## src/art_pkg.sv

```systemverilog
/*
  package of the 16-bit auto-reload timer: register offsets, field positions,
  reset values, clock-select codes and interrupt layout.
  assumes a byte-addressed register port with 16-bit data.
*/
// Summary of operation
// - 16-bit up-counter, overflow reloads and requests interrupt
// - counter and reload undefined after reset
// - counter write also writes reload register
// - reload register 16 bits, read/write
// - low three control bits pick count clock
// - control bit 3 runs or halts counting
// - bit 7 sets output level, toggles on overflow
// - control bits 4 to 6 read one
// - system reset sets control to 70H
// - overflow sets request flag, enable gates delivery
// - count clocks derive from prescaled base clock
package art_pkg;

  // register offsets
  localparam logic [7:0] ART_OFF_COUNT = 8'h62;
  localparam logic [7:0] ART_OFF_RELOAD = 8'h64;
  localparam logic [7:0] ART_OFF_CONTROL = 8'h66;
  localparam logic [7:0] ART_OFF_IRQ_STATUS = 8'h68;
  localparam logic [7:0] ART_OFF_IRQ_CLEAR = 8'h6A;
  localparam logic [7:0] ART_OFF_IRQ_ENABLE = 8'h6C;

  // control field positions and values
  localparam int ART_CTL_RUN = 3;
  localparam int ART_CTL_OUT = 7;
  localparam logic [7:0] ART_CTL_RESET = 8'h70;
  localparam logic [7:0] ART_CTL_FIXED_ONES = 8'h70;
  localparam logic [7:0] ART_CTL_WMASK = 8'h8F;

  // clock-select codes
  localparam logic [2:0] ART_CS_INVALID = 3'h7;
  localparam logic [3:0] ART_DIV_LOG_MAX = 4'h6;

  // interrupt status layout, one event
  localparam int ART_IRQ_OVF = 0;

  // datapath widths
  localparam int ART_WIDTH = 16;
  localparam logic [15:0] ART_COUNT_MAX = 16'hFFFF;

endpackage

```

## src/art_timer.sv

```systemverilog
/*
  16-bit auto-reload up-counting timer with reload register, control byte,
  toggling output and a sticky overflow interrupt.
  assumes a single clock, a register port whose strobes never coincide and a
  prescaled base clock arriving as a pin from outside this domain.
*/
`timescale 1ns/1ps
`default_nettype none
module art_timer
  import art_pkg::*;
(
  // clock, reset, enable
  input wire logic clock_i,
  input wire logic resetn_i,
  input wire logic enable_i,
  // prescaled base clock pin
  input wire logic base_clock_i,
  // register port
  input wire logic [7:0] addr_i,
  input wire logic [15:0] wdata_i,
  input wire logic write_i,
  input wire logic read_i,
  output logic [15:0] rdata_o,
  // timer output and interrupt
  output logic timer_out_o,
  output logic irq_o
);

  // state
  logic [15:0] count_r; // counter, no reset value
  logic [15:0] reload_r; // reload, no reset value
  logic [7:0] control_r; // control byte
  logic status_r; // sticky overflow request flag
  logic irq_en_r; // enable of that flag
  logic count_known_r; // counter written since reset, read by checks only
  logic [15:0] count_nxt;
  logic [15:0] reload_nxt;
  logic [7:0] control_nxt;
  logic status_nxt;
  logic [15:0] rdata_nxt;

  // decodes
  logic base_tick;
  logic count_tick;
  logic overflow;
  logic wr_count;
  logic wr_reload;
  logic wr_control;
  logic wr_clear;
  logic wr_enable;
  logic [7:0] control_w; // masked write value

  // address match shared by write and read decodes
  function automatic logic hit_at(input logic [7:0] a, input logic [7:0] off);
    hit_at = (a == off);
  endfunction

  // control byte with its output bit inverted, shared by write and hold paths
  function automatic logic [7:0] flip_out(input logic [7:0] c);
    flip_out = c ^ (8'h1 << ART_CTL_OUT);
  endfunction

  // synchronise the base clock into a tick
  art_sync3 u_sync
  (
    .clock_i(clock_i),
    .resetn_i(resetn_i),
    .enable_i(enable_i),
    .pin_i(base_clock_i),
    .rise_o(base_tick)
  );

  // divide base tick per select code into the count clock
  art_clock_select u_sel
  (
    .clock_i(clock_i),
    .resetn_i(resetn_i),
    .enable_i(enable_i),
    .select_i(control_r[2:0]),
    .run_i(control_r[ART_CTL_RUN]),
    .base_tick_i(base_tick),
    .count_tick_o(count_tick)
  );

  // write decodes
  assign wr_count = write_i && hit_at(addr_i, ART_OFF_COUNT);
  assign wr_reload = write_i && hit_at(addr_i, ART_OFF_RELOAD);
  assign wr_control = write_i && hit_at(addr_i, ART_OFF_CONTROL);
  assign wr_clear = write_i && hit_at(addr_i, ART_OFF_IRQ_CLEAR);
  assign wr_enable = write_i && hit_at(addr_i, ART_OFF_IRQ_ENABLE);

  // overflow when the counter steps past all ones while running
  assign overflow = count_tick && control_r[ART_CTL_RUN]
                    && (count_r == ART_COUNT_MAX);

  // counter: write wins, then reload on overflow, then step
  // a tick still in flight when run drops is ignored, so a stop is immediate
  assign count_nxt = wr_count ? wdata_i
                   : overflow ? reload_r
                   : (count_tick && control_r[ART_CTL_RUN]) ? 16'(count_r + 16'h1)
                   : count_r;

  // counter writes copy into reload as well
  assign reload_nxt = (wr_count || wr_reload) ? wdata_i : reload_r;

  // bits 4..6 forced one; bit 7 inverts on overflow
  assign control_w = (wdata_i[7:0] & ART_CTL_WMASK) | ART_CTL_FIXED_ONES;
  assign control_nxt = wr_control
                       ? (overflow ? flip_out(control_w) : control_w)
                       : (overflow ? flip_out(control_r) : control_r);

  // sticky flag: overflow beats a simultaneous clear
  assign status_nxt = overflow || (status_r && !(wr_clear && wdata_i[ART_IRQ_OVF]));

  // read mux, unmapped reads zero
  assign rdata_nxt = hit_at(addr_i, ART_OFF_COUNT) ? count_r
                   : hit_at(addr_i, ART_OFF_RELOAD) ? reload_r
                   : hit_at(addr_i, ART_OFF_CONTROL) ? {8'h0, control_r}
                   : hit_at(addr_i, ART_OFF_IRQ_STATUS) ? {15'h0, status_r}
                   : hit_at(addr_i, ART_OFF_IRQ_ENABLE) ? {15'h0, irq_en_r}
                   : 16'h0;

  // counter and reload carry no reset: their content is undefined
  always_ff @(posedge clock_i)
  begin
    if (enable_i)
    begin
      count_r <= count_nxt;
      reload_r <= reload_nxt;
    end
  end

  // set by the first counter write; keeps checks off the undefined start
  always_ff @(posedge clock_i)
  begin
    if (!resetn_i)
      count_known_r <= 1'b0;
    else if (enable_i && wr_count)
      count_known_r <= 1'b1;
  end

  // control, interrupt and outputs
  always_ff @(posedge clock_i)
  begin
    if (!resetn_i)
    begin
      control_r <= ART_CTL_RESET;
      status_r <= 1'b0;
      irq_en_r <= 1'b0;
      rdata_o <= 16'h0;
      timer_out_o <= 1'b0;
      irq_o <= 1'b0;
    end
    else if (enable_i)
    begin
      control_r <= control_nxt;
      status_r <= status_nxt;
      if (wr_enable)
        irq_en_r <= wdata_i[ART_IRQ_OVF];
      // read data valid the cycle after the strobe only
      rdata_o <= read_i ? rdata_nxt : 16'h0;
      timer_out_o <= control_nxt[ART_CTL_OUT];
      irq_o <= status_nxt && (wr_enable ? wdata_i[ART_IRQ_OVF] : irq_en_r);
    end
  end

  // the control register reads its fixed ones at all times
  property p_ctl_ones;
    @(posedge clock_i) disable iff (!resetn_i)
    (control_r & ART_CTL_FIXED_ONES) == ART_CTL_FIXED_ONES;
  endproperty
  a_ctl_ones: assert property (p_ctl_ones) else $error("control bits 4-6 not one");

  // overflow reloads the counter
  property p_reload;
    @(posedge clock_i) disable iff (!resetn_i)
    (enable_i && overflow && !wr_count) |=> count_r == $past(reload_r);
  endproperty
  a_reload: assert property (p_reload) else $error("no reload on overflow");

  // overflow toggles output bit
  property p_toggle;
    @(posedge clock_i) disable iff (!resetn_i)
    (enable_i && overflow && !wr_control) |=> control_r[ART_CTL_OUT] != $past(control_r[ART_CTL_OUT]);
  endproperty
  a_toggle: assert property (p_toggle) else $error("output not inverted");

  // counter write copies into reload
  property p_copy;
    @(posedge clock_i) disable iff (!resetn_i)
    (enable_i && wr_count) |=> (reload_r == $past(wdata_i)) && (count_r == reload_r);
  endproperty
  a_copy: assert property (p_copy) else $error("counter write missed reload");

  // stopped timer holds its count
  property p_halt;
    @(posedge clock_i) disable iff (!resetn_i)
    (enable_i && count_known_r && !control_r[ART_CTL_RUN] && !write_i) |=> count_r == $past(count_r);
  endproperty
  a_halt: assert property (p_halt) else $error("count moved while stopped");

  // a running tick below the top adds exactly one
  property p_step;
    @(posedge clock_i) disable iff (!resetn_i)
    (enable_i && count_known_r && control_r[ART_CTL_RUN] && count_tick && !overflow && !wr_count)
      |=> count_r == 16'($past(count_r) + 16'h1);
  endproperty
  a_step: assert property (p_step) else $error("count did not step");

  // only a selected count tick moves the counter
  property p_no_tick;
    @(posedge clock_i) disable iff (!resetn_i)
    (enable_i && count_known_r && !count_tick && !wr_count) |=> count_r == $past(count_r);
  endproperty
  a_no_tick: assert property (p_no_tick) else $error("count moved without tick");

  // reload holds unless written
  property p_reload_hold;
    @(posedge clock_i) disable iff (!resetn_i)
    (enable_i && count_known_r && !wr_count && !wr_reload) |=> reload_r == $past(reload_r);
  endproperty
  a_reload_hold: assert property (p_reload_hold) else $error("reload changed unwritten");

  // control write keeps bits 4-6 at one
  property p_ctl_write;
    @(posedge clock_i) disable iff (!resetn_i)
    (enable_i && wr_control && !overflow)
      |=> control_r == ((8'($past(wdata_i)) & ART_CTL_WMASK) | ART_CTL_FIXED_ONES);
  endproperty
  a_ctl_write: assert property (p_ctl_write) else $error("control write wrong");

  // output pin follows control bit 7
  property p_out_level;
    @(posedge clock_i) disable iff (!resetn_i)
    enable_i |=> timer_out_o == control_r[ART_CTL_OUT];
  endproperty
  a_out_level: assert property (p_out_level) else $error("output level differs from bit 7");

  // reset values of control, flag, enable, both outputs and read data
  property p_reset_vals;
    @(posedge clock_i)
    !resetn_i |=> (control_r == ART_CTL_RESET) && !status_r && !irq_en_r
                  && !timer_out_o && !irq_o && (rdata_o == 16'h0);
  endproperty
  a_reset_vals: assert property (p_reset_vals) else $error("reset values wrong");

  // no count tick once run is clear
  property p_tick_stop;
    @(posedge clock_i) disable iff (!resetn_i)
    (enable_i && !control_r[ART_CTL_RUN]) |=> !count_tick;
  endproperty
  a_tick_stop: assert property (p_tick_stop) else $error("tick while stopped");

  // read data zero outside the read answer cycle
  property p_rdata_idle;
    @(posedge clock_i) disable iff (!resetn_i)
    (enable_i && !read_i) |=> rdata_o == 16'h0;
  endproperty
  a_rdata_idle: assert property (p_rdata_idle) else $error("read data not idle");

  // counter read returns the counter
  property p_rdata_count;
    @(posedge clock_i) disable iff (!resetn_i)
    (enable_i && count_known_r && read_i && hit_at(addr_i, ART_OFF_COUNT)) |=> rdata_o == $past(count_r);
  endproperty
  a_rdata_count: assert property (p_rdata_count) else $error("counter read wrong");

  // reload read returns the reload register
  property p_rdata_reload;
    @(posedge clock_i) disable iff (!resetn_i)
    (enable_i && count_known_r && read_i && hit_at(addr_i, ART_OFF_RELOAD)) |=> rdata_o == $past(reload_r);
  endproperty
  a_rdata_reload: assert property (p_rdata_reload) else $error("reload read wrong");

  // control read returns the byte in the low half
  property p_rdata_ctl;
    @(posedge clock_i) disable iff (!resetn_i)
    (enable_i && read_i && hit_at(addr_i, ART_OFF_CONTROL)) |=> rdata_o == {8'h0, $past(control_r)};
  endproperty
  a_rdata_ctl: assert property (p_rdata_ctl) else $error("control read wrong");

  // status read returns the flag
  property p_rdata_status;
    @(posedge clock_i) disable iff (!resetn_i)
    (enable_i && read_i && hit_at(addr_i, ART_OFF_IRQ_STATUS)) |=> rdata_o == {15'h0, $past(status_r)};
  endproperty
  a_rdata_status: assert property (p_rdata_status) else $error("status read wrong");

  // clear with no overflow empties the flag
  property p_clear;
    @(posedge clock_i) disable iff (!resetn_i)
    (enable_i && wr_clear && wdata_i[ART_IRQ_OVF] && !overflow) |=> !status_r;
  endproperty
  a_clear: assert property (p_clear) else $error("flag not cleared");

  // flag stays until cleared
  property p_sticky;
    @(posedge clock_i) disable iff (!resetn_i)
    (enable_i && status_r && !wr_clear) |=> status_r;
  endproperty
  a_sticky: assert property (p_sticky) else $error("flag dropped");

  // disabled flag never reaches the pin
  property p_irq_masked;
    @(posedge clock_i) disable iff (!resetn_i)
    (enable_i && !irq_en_r && !wr_enable) |=> !irq_o;
  endproperty
  a_irq_masked: assert property (p_irq_masked) else $error("irq while disabled");

  // enable register write stores bit 0
  property p_en_write;
    @(posedge clock_i) disable iff (!resetn_i)
    (enable_i && wr_enable) |=> irq_en_r == $past(wdata_i[ART_IRQ_OVF]);
  endproperty
  a_en_write: assert property (p_en_write) else $error("enable write lost");

  // clock enable low freezes state
  property p_freeze;
    @(posedge clock_i) disable iff (!resetn_i)
    (resetn_i && !enable_i) |=> (control_r == $past(control_r)) && (status_r == $past(status_r))
                                && (rdata_o == $past(rdata_o));
  endproperty
  a_freeze: assert property (p_freeze) else $error("state moved while frozen");

  // overflow sets flag
  property p_flag;
    @(posedge clock_i) disable iff (!resetn_i)
    (enable_i && overflow) |=> status_r;
  endproperty
  a_flag: assert property (p_flag) else $error("flag not set");

  // interrupt follows flag and enable
  property p_irq;
    @(posedge clock_i) disable iff (!resetn_i)
    enable_i |=> irq_o == (status_r && irq_en_r);
  endproperty
  a_irq: assert property (p_irq) else $error("irq mismatch");

  // invalid clock code never counts
  property p_invalid;
    @(posedge clock_i) disable iff (!resetn_i)
    (control_r[2:0] == ART_CS_INVALID) [*2] |-> !count_tick;
  endproperty
  a_invalid: assert property (p_invalid) else $error("invalid select counted");

  // reload register write stores
  property p_reload_wr;
    @(posedge clock_i) disable iff (!resetn_i)
    (enable_i && wr_reload) |=> reload_r == $past(wdata_i);
  endproperty
  a_reload_wr: assert property (p_reload_wr) else $error("reload write lost");

endmodule
`default_nettype wire

```

## src/art_clock_select.sv

```systemverilog
/*
  count-clock select: turns the prescaled base clock tick into a one-cycle
  count enable divided by 1,2,4,...,64 per the three-bit code.
  assumes base_tick_i is a one-cycle pulse on clock_i.
*/
`timescale 1ns/1ps
`default_nettype none
module art_clock_select
  import art_pkg::*;
(
  // clock and reset
  input wire logic clock_i,
  input wire logic resetn_i,
  input wire logic enable_i,
  // control
  input wire logic [2:0] select_i,
  input wire logic run_i,
  input wire logic base_tick_i,
  // count enable
  output logic count_tick_o
);

  logic [5:0] div_r; // free divider of base ticks
  logic [5:0] div_nxt;
  logic [5:0] mask; // low bits that must be all ones
  logic hit;

  // divider is mask of 2^code - 1; invalid code never ticks
  assign mask = 6'(({6'h0, 1'b1} << select_i) - 7'h1);
  assign hit = base_tick_i && run_i && (select_i != ART_CS_INVALID)
               && ((div_r & mask) == mask);
  assign div_nxt = run_i ? 6'(div_r + 6'h1) : 6'h0;

  // advance only on base ticks, cleared while stopped
  always_ff @(posedge clock_i)
  begin
    if (!resetn_i)
    begin
      div_r <= 6'h0;
      count_tick_o <= 1'b0;
    end
    else if (enable_i)
    begin
      if (base_tick_i || !run_i)
        div_r <= div_nxt;
      count_tick_o <= hit;
    end
  end

endmodule
`default_nettype wire

```

## src/art_sync3.sv

```systemverilog
/*
  three-stage synchroniser for the prescaled base clock pin, emitting a
  one-cycle pulse per rising edge once stages two and three agree.
  assumes the pin toggles slower than clock_i.
*/
`timescale 1ns/1ps
`default_nettype none
module art_sync3
(
  // clock and reset
  input wire logic clock_i,
  input wire logic resetn_i,
  input wire logic enable_i,
  // pin and pulse
  input wire logic pin_i,
  output logic rise_o
);

  logic [2:0] sync_r; // stage 0 read only by stage 1
  logic level_r; // filtered level

  // settled level changes only when stages 1 and 2 agree
  always_ff @(posedge clock_i)
  begin
    if (!resetn_i)
    begin
      sync_r <= 3'h0;
      level_r <= 1'b0;
      rise_o <= 1'b0;
    end
    else if (enable_i)
    begin
      sync_r <= {sync_r[1:0], pin_i};
      if (sync_r[1] == sync_r[2])
        level_r <= sync_r[2];
      rise_o <= (sync_r[1] == sync_r[2]) && sync_r[2] && !level_r;
    end
  end

endmodule
`default_nettype wire

```

## config.mk

```make
export PLATFORM = sky130hd
export DESIGN_NAME = art_timer
export DESIGN_NICKNAME = d
export VERILOG_FILES = /design/src/art_pkg.sv /design/src/art_timer.sv /design/src/art_clock_select.sv /design/src/art_sync3.sv
export SDC_FILE = /design/constraint.sdc
export NUM_CORES = 1
export LEC_CHECK = 0
export ABC_CLOCK_PERIOD_IN_PS = 3450
export BUFFER_PORTS_ARGS = -buffer_cell sky130_fd_sc_hd__buf_2
export CAP_MARGIN = 20
export CORE_UTILIZATION = 40
export CTS_CLUSTER_SIZE = 28
export DETAILED_ROUTE_END_ITERATION = 6
export HOLD_SLACK_MARGIN = 0.02
export MAX_ROUTING_LAYER = met4
export PLACE_DENSITY = 0.69
export REMOVE_ABC_BUFFERS = 1
export SYNTH_ARGS = -nofsm -noshare
export SYNTH_HDL_FRONTEND = slang
export SYNTH_SLANG_ARGS = --single-unit
```

## constraint.sdc

```tcl
create_clock -name clock_i -period 3.45 [get_ports clock_i]
set_input_delay 0.5175 -clock clock_i [delete_from_list [all_inputs] [get_ports clock_i]]
set_output_delay 0.5175 -clock clock_i [all_outputs]
set_load 0.05 [all_outputs]
```

Word level (Yosys, flattened, before mapping)
Cells that the tools add are included.

Add/sub/neg operators: 3. Reduce and logical (&&, ||, !) cells: 29. Muxes and demuxes: 14. Shift-type cells: 1. Bitwise logic cells: 3. Equal/unequal tests: 10.

Operators with widths (number): $mux W16 (6); $eq A8 B7 Y1 const B (6); $mux W8 (4); $add A16 B1 Y16 const B (1); $eq A16 B16 Y1 const B (1); $logic_and A1 B1 Y1 (15); $reduce_and A2 Y1 (6); $add A6 B1 Y6 const B (1); $and A6 B6 Y6 (1); $eq A6 B6 Y1 (1); $mux W6 (1); $shl A1 B3 Y6 const A (1); $sub A6 B1 Y6 const B (1); $logic_not A1 Y1 (3); $logic_or A1 B1 Y1 (3); $mux W1 (3); $ne A3 B3 Y1 const B (1); $reduce_bool A3 Y1 (1); $not A1 Y1 (2); $reduce_bool A2 Y1 (1); $eq A1 B1 Y1 (1).

Flip-flop bits (word level): 71. Bits of input ports: 30. Output and inout port bits: 18. Logic and storage cells: 73.

Logic depth before layout (Yosys ltp)
Depth after elaboration: 7. Depth in mapped cells: 7. Mapped depth without buffers: 6.

Modules after synthesis
From an unflattened synthesis, not the netlist that was laid out.

Cells, all modules: 361. Area total of the unflattened synthesis: 3510.9 µm².

By module, submodules not included: art_timer (seq. area each 1461.4 µm², cells an instance 295, area an instance 2896.5 µm², times used 1); art_clock_select (seq. area each 140.1 µm², cells an instance 46, area an instance 390.4 µm², times used 1); art_sync3 (seq. area each 100.1 µm², cells an instance 20, area an instance 224.0 µm², times used 1).

Least setup slack after synthesis
No wires, ideal clock.

Path type: in2reg. Start: in enable_i. End: reg reload_r[0] (enable). Arrival time: 2.442 ns. Library setup time: 0.414 ns. Cell stages on the path: 4. Path buffers: 2. Path slack: 0.594 ns. Data required time: 3.036 ns. Path through: clkbuf_1 -> clkinv_1 -> clkbuf_1 -> a211oi_1.

Cells in the longest elaborated chain, start to end: 1.

Ends and longest elaborated chain: start, declared (RTL line art_timer.sv:15) `input wire logic enable_i,`; $reduce_and A2 Y1 (no line); end signal, assigned (RTL line art_timer.sv:129) `reload_r <= reload_nxt;`; end, declared (RTL line art_timer.sv:31) `logic [15:0] reload_r;`.

Every way passes these cells. A chain may end at the register's enable or synchronous reset.

Worst setup path in the final report
Start: reg count_r[0]. End: reg count_r[15], data pin.

Cells in the longest elaborated chain, start to end: 4. Elaborated cells between the ends (all ways): 6. Those cells by class: add/sub: 1; eq/ne: 1; mux: 3; reduce/logical: 1.

Ends and longest elaborated chain: start, declared (RTL line art_timer.sv:30) `logic [15:0] count_r;`; start signal, assigned (RTL line art_timer.sv:128) `count_r <= count_nxt;`; $add A16 B1 Y16 or $eq A16 B16 Y1 (tied branches) (RTL line art_timer.sv:100, art_timer.sv:94); $mux W16 or $logic_and A1 B1 Y1 (tied branches) (RTL line art_timer.sv:100, art_timer.sv:94); $mux W16 (*) (RTL line art_timer.sv:99) `: overflow ? reload_r`; $mux W16 (*) (RTL line art_timer.sv:98) `assign count_nxt = wr_count ? wdata_i`; via count_nxt[15] (RTL line art_timer.sv:36) `logic [15:0] count_nxt;`.

The timed path passes the listed nets; every way through them passes the cells marked *. The select of a mux whose other input is x is not followed.

==> flow_summary_export.csv <==
group,metric,value,unit
outcome,outcome,"finished clean",
finish,drive_gt1_share,17.8,%
setup_path,critical_path_class,"flip-flop to flip-flop",
grt,grt_first_pass_wirelength,12800,um
die,initial_core_util,41.8,%
flow_run,maxCapViolCount,0,
clocking,cts_made_buffers,9,
yosys,async_flop_share,0,%
yosys,synth_edf_count,32,
sta,min_period,2.33,ns
placement,place_hpwl,5870,um
detailed_routing,firstDrtPassIters,5,
finish,final_cell_mix,"47 x buf_2, 38 x nand2_1, 37 x dfxtp_1",
detailed_routing,vias_per_cell,5.48,
detailed_routing,routed_wl,8000,um
sta,worst_pin_slew,0.644,ns
clocking,clk_latency,0.34,ns
setup_path,cp-end-kind,"flip-flop",
placement,port_buffers,47,
sta,maxSlewHeadroom,56.8,%
yosys,yosys_warnings,0,
grt,grt_usage,19.4,%
clocking,clockRootBuffer,"clkbuf_8",
die,num_rows,33,
die,die_y,95.2,um
die,die_w,95.2,um
clocking,cts_buffer_depth,2,
clocking,htreeDepth,3,
yosys,yosysTopAreaCellShare,27.7,%
finish,layout_commonest_cell,"buf_2",
yosys,synth_area_per_cell,9.56,sq um
finish,final_area,0.00397,sq mm
setup_path,worstPathArrival,2.40,ns
clocking,cts_hold_buffers,0,
clocking,path_clk_slew,0.07,ns
setup_path,worstPathRequired,3.53,ns
detailed_routing,wl_per_cell,15.4,um
die,coreArea,0.00830,sq mm
sta,clock_skew,0.0125,ns
grt,grt-ovfl-total,0,
grt,grt_start_max_net_pins,33,
sta,fin_crit_sh,67.4,%
sta,setup-tns-final,0,ns
detailed_routing,drtIter0Drc,228,
yosys,synth_flop_cell,"dfxtp_1",
yosys,ys_types,53,
sta,max_freq,430,MHz
yosys,syn-cell-area,0.00347,sq mm
detailed_routing,drc_errors,0,
finish,syn2layout_area_growth,14.4,%
yosys,postSynthRegisterBits,69,
yosys,synthCells,363,
power,p_total,1.48,mW
power,vdd_drop_max,0.000157,V
power,leakage,1.48,nW
clocking,cts_tree,"built",
grt,grt_pass1_vias,2632,
clocking,cts_setup_buffers,0,
sta,rsz0062_at_grt,"false",
sta,slew_viol_final,0,
finish,num-nets-final,443,
die,pin_count,48,
grt,antenna_found_initial,0,
power,power_density,373,mW/mm^2
placement,gp_congestion,0.948,
die,dieArea,0.00906,sq mm
sta,timing_hold_violations_final,0,
setup_path,start_kind,"flip-flop",
clocking,cts_sinks,69,
detailed_routing,vias,2851,
detailed_routing,antenna_left,0,
yosys,ys_seq_area_share,49.0,%
clocking,post_cts_resized,0,
sta,setup_viol,0,
setup_path,worstPathMaxFanout,11,
finish,num_antenna_cells,0,
placement,place_area,0.00381,sq mm
yosys,synth_top_cell_by_area,"edfxtp_1",
yosys,synth.area.top_cells,"edfxtp_1 28%, dfxtp_1 21%, o21ai_0 4.3%",
min_path,hold_class,"input port to flip-flop",
layout make-up:
| class | instances | area (sq um) |
|---|---|---|
| clock buffers | 10 | 128 |
| clock inverters | 6 | 30.0 |
| fillers | 774 | 4330 |
| inverters | 8 | 30.0 |
| multi-input cells | 270 | 1680 |
| flip-flops and latches | 69 | 1700 |
| well taps | 105 | 131 |
| repair buffers | 52 | 273 |
worst max-delay path, cell delays in order (launching register included):
cell and delay (ns):
edfxtp_1 0.49, ha_1 0.25, nand2_1 0.17, nor4b_4 0.38, nand2_1 0.38, o21ai_0 0.28
o31ai_1 0.11
routing by layer:
metal | up-vias | global-route usage [%] | share of wire (%)
met5 | - | - | 0
met4 | 0 | 7.70 | 1.8
met3 | 14 | 3.19 | 6.0
met2 | 106 | 29.0 | 46
met1 | 1309 | 26.1 | 46
li1 | 1422 | - | -
Yosys cell counts, types with 2 or more instances:
master    instances
a21oi_1          18
mux2i_1          13
a22oi_1           8
xor2_1            8
nor2_1           29
nor3_1           10
nand3_1          13
edfxtp_1         32
and4_1            2
a31oi_1           3
ha_1              3
nand2_1          38
a21boi_1          3
xnor2_1           4
o21ai_0          30
nor4_1            5
a21boi_0          2
o22ai_1           4
and2_1            6
clkbuf_1         11
o221ai_1          4
nand3b_1          3
inv_1             7
nor2b_1          21
o21a_1            2
nand2b_1          5
o31ai_1           2
a22o_1            8
buf_2             3
dfxtp_1          37
and3_1            2
nand4_1           6
cells by family after synthesis:
group	Yosys count	synth area share (%)
AND/OR/NAND/NOR	151	23.7
AO/OA/AOI/OAI	90	16.3
flip-flops	69	49.0
buffers and inverters	24	2.81
multiplexers	14	4.07
XOR/XNOR	12	3.03
adder cells (fa/ha/maj)	3	1.08
path summary, 6_finish.rpt:
check	start	end	slack, ns	cells after the start
max	count_r[0]	count_r[15]	1.12	6
max reg2reg	count_r[0]	count_r[15]	1.12	6
min	wdata_i[8]	reload_r[8]	0.36	1
min reg2reg	rdata_o[3]	rdata_o[3]	0.46	2
power breakdown:
part | internal, mW | switching (mW)
Sequential | 0.853 | 0.00145
Combinational | 0.0313 | 0.0487
Clock | 0.252 | 0.294
registers in the layout, summed over array words and instances (netlist names):
signal and count:
reload_r 16, u_sync.sync_r 3, control_r 5, status_r 1, irq_en_r 1, count_r 16, u_sel.div_r 6, timer_out_o 1
u_sync.rise_o 1, u_sync.level_r 1, rdata_o 16, u_sel.count_tick_o 1, irq_o 1
metrics by stage:
stage          std cells  hold WS [ns]  setup WS [ns]  utilization, %
2_1_floorplan        347         0.416          0.807               -
3_3_place_gp         504         0.431           1.08            46.0
3_5_place_dp         504         0.436          0.992            46.0
4_1_cts              520         0.349           1.16            47.9
5_1_grt              520         0.353          0.936            47.9
6_report             520         0.365           1.12            47.9
Power figures use the tool's default switching activity.
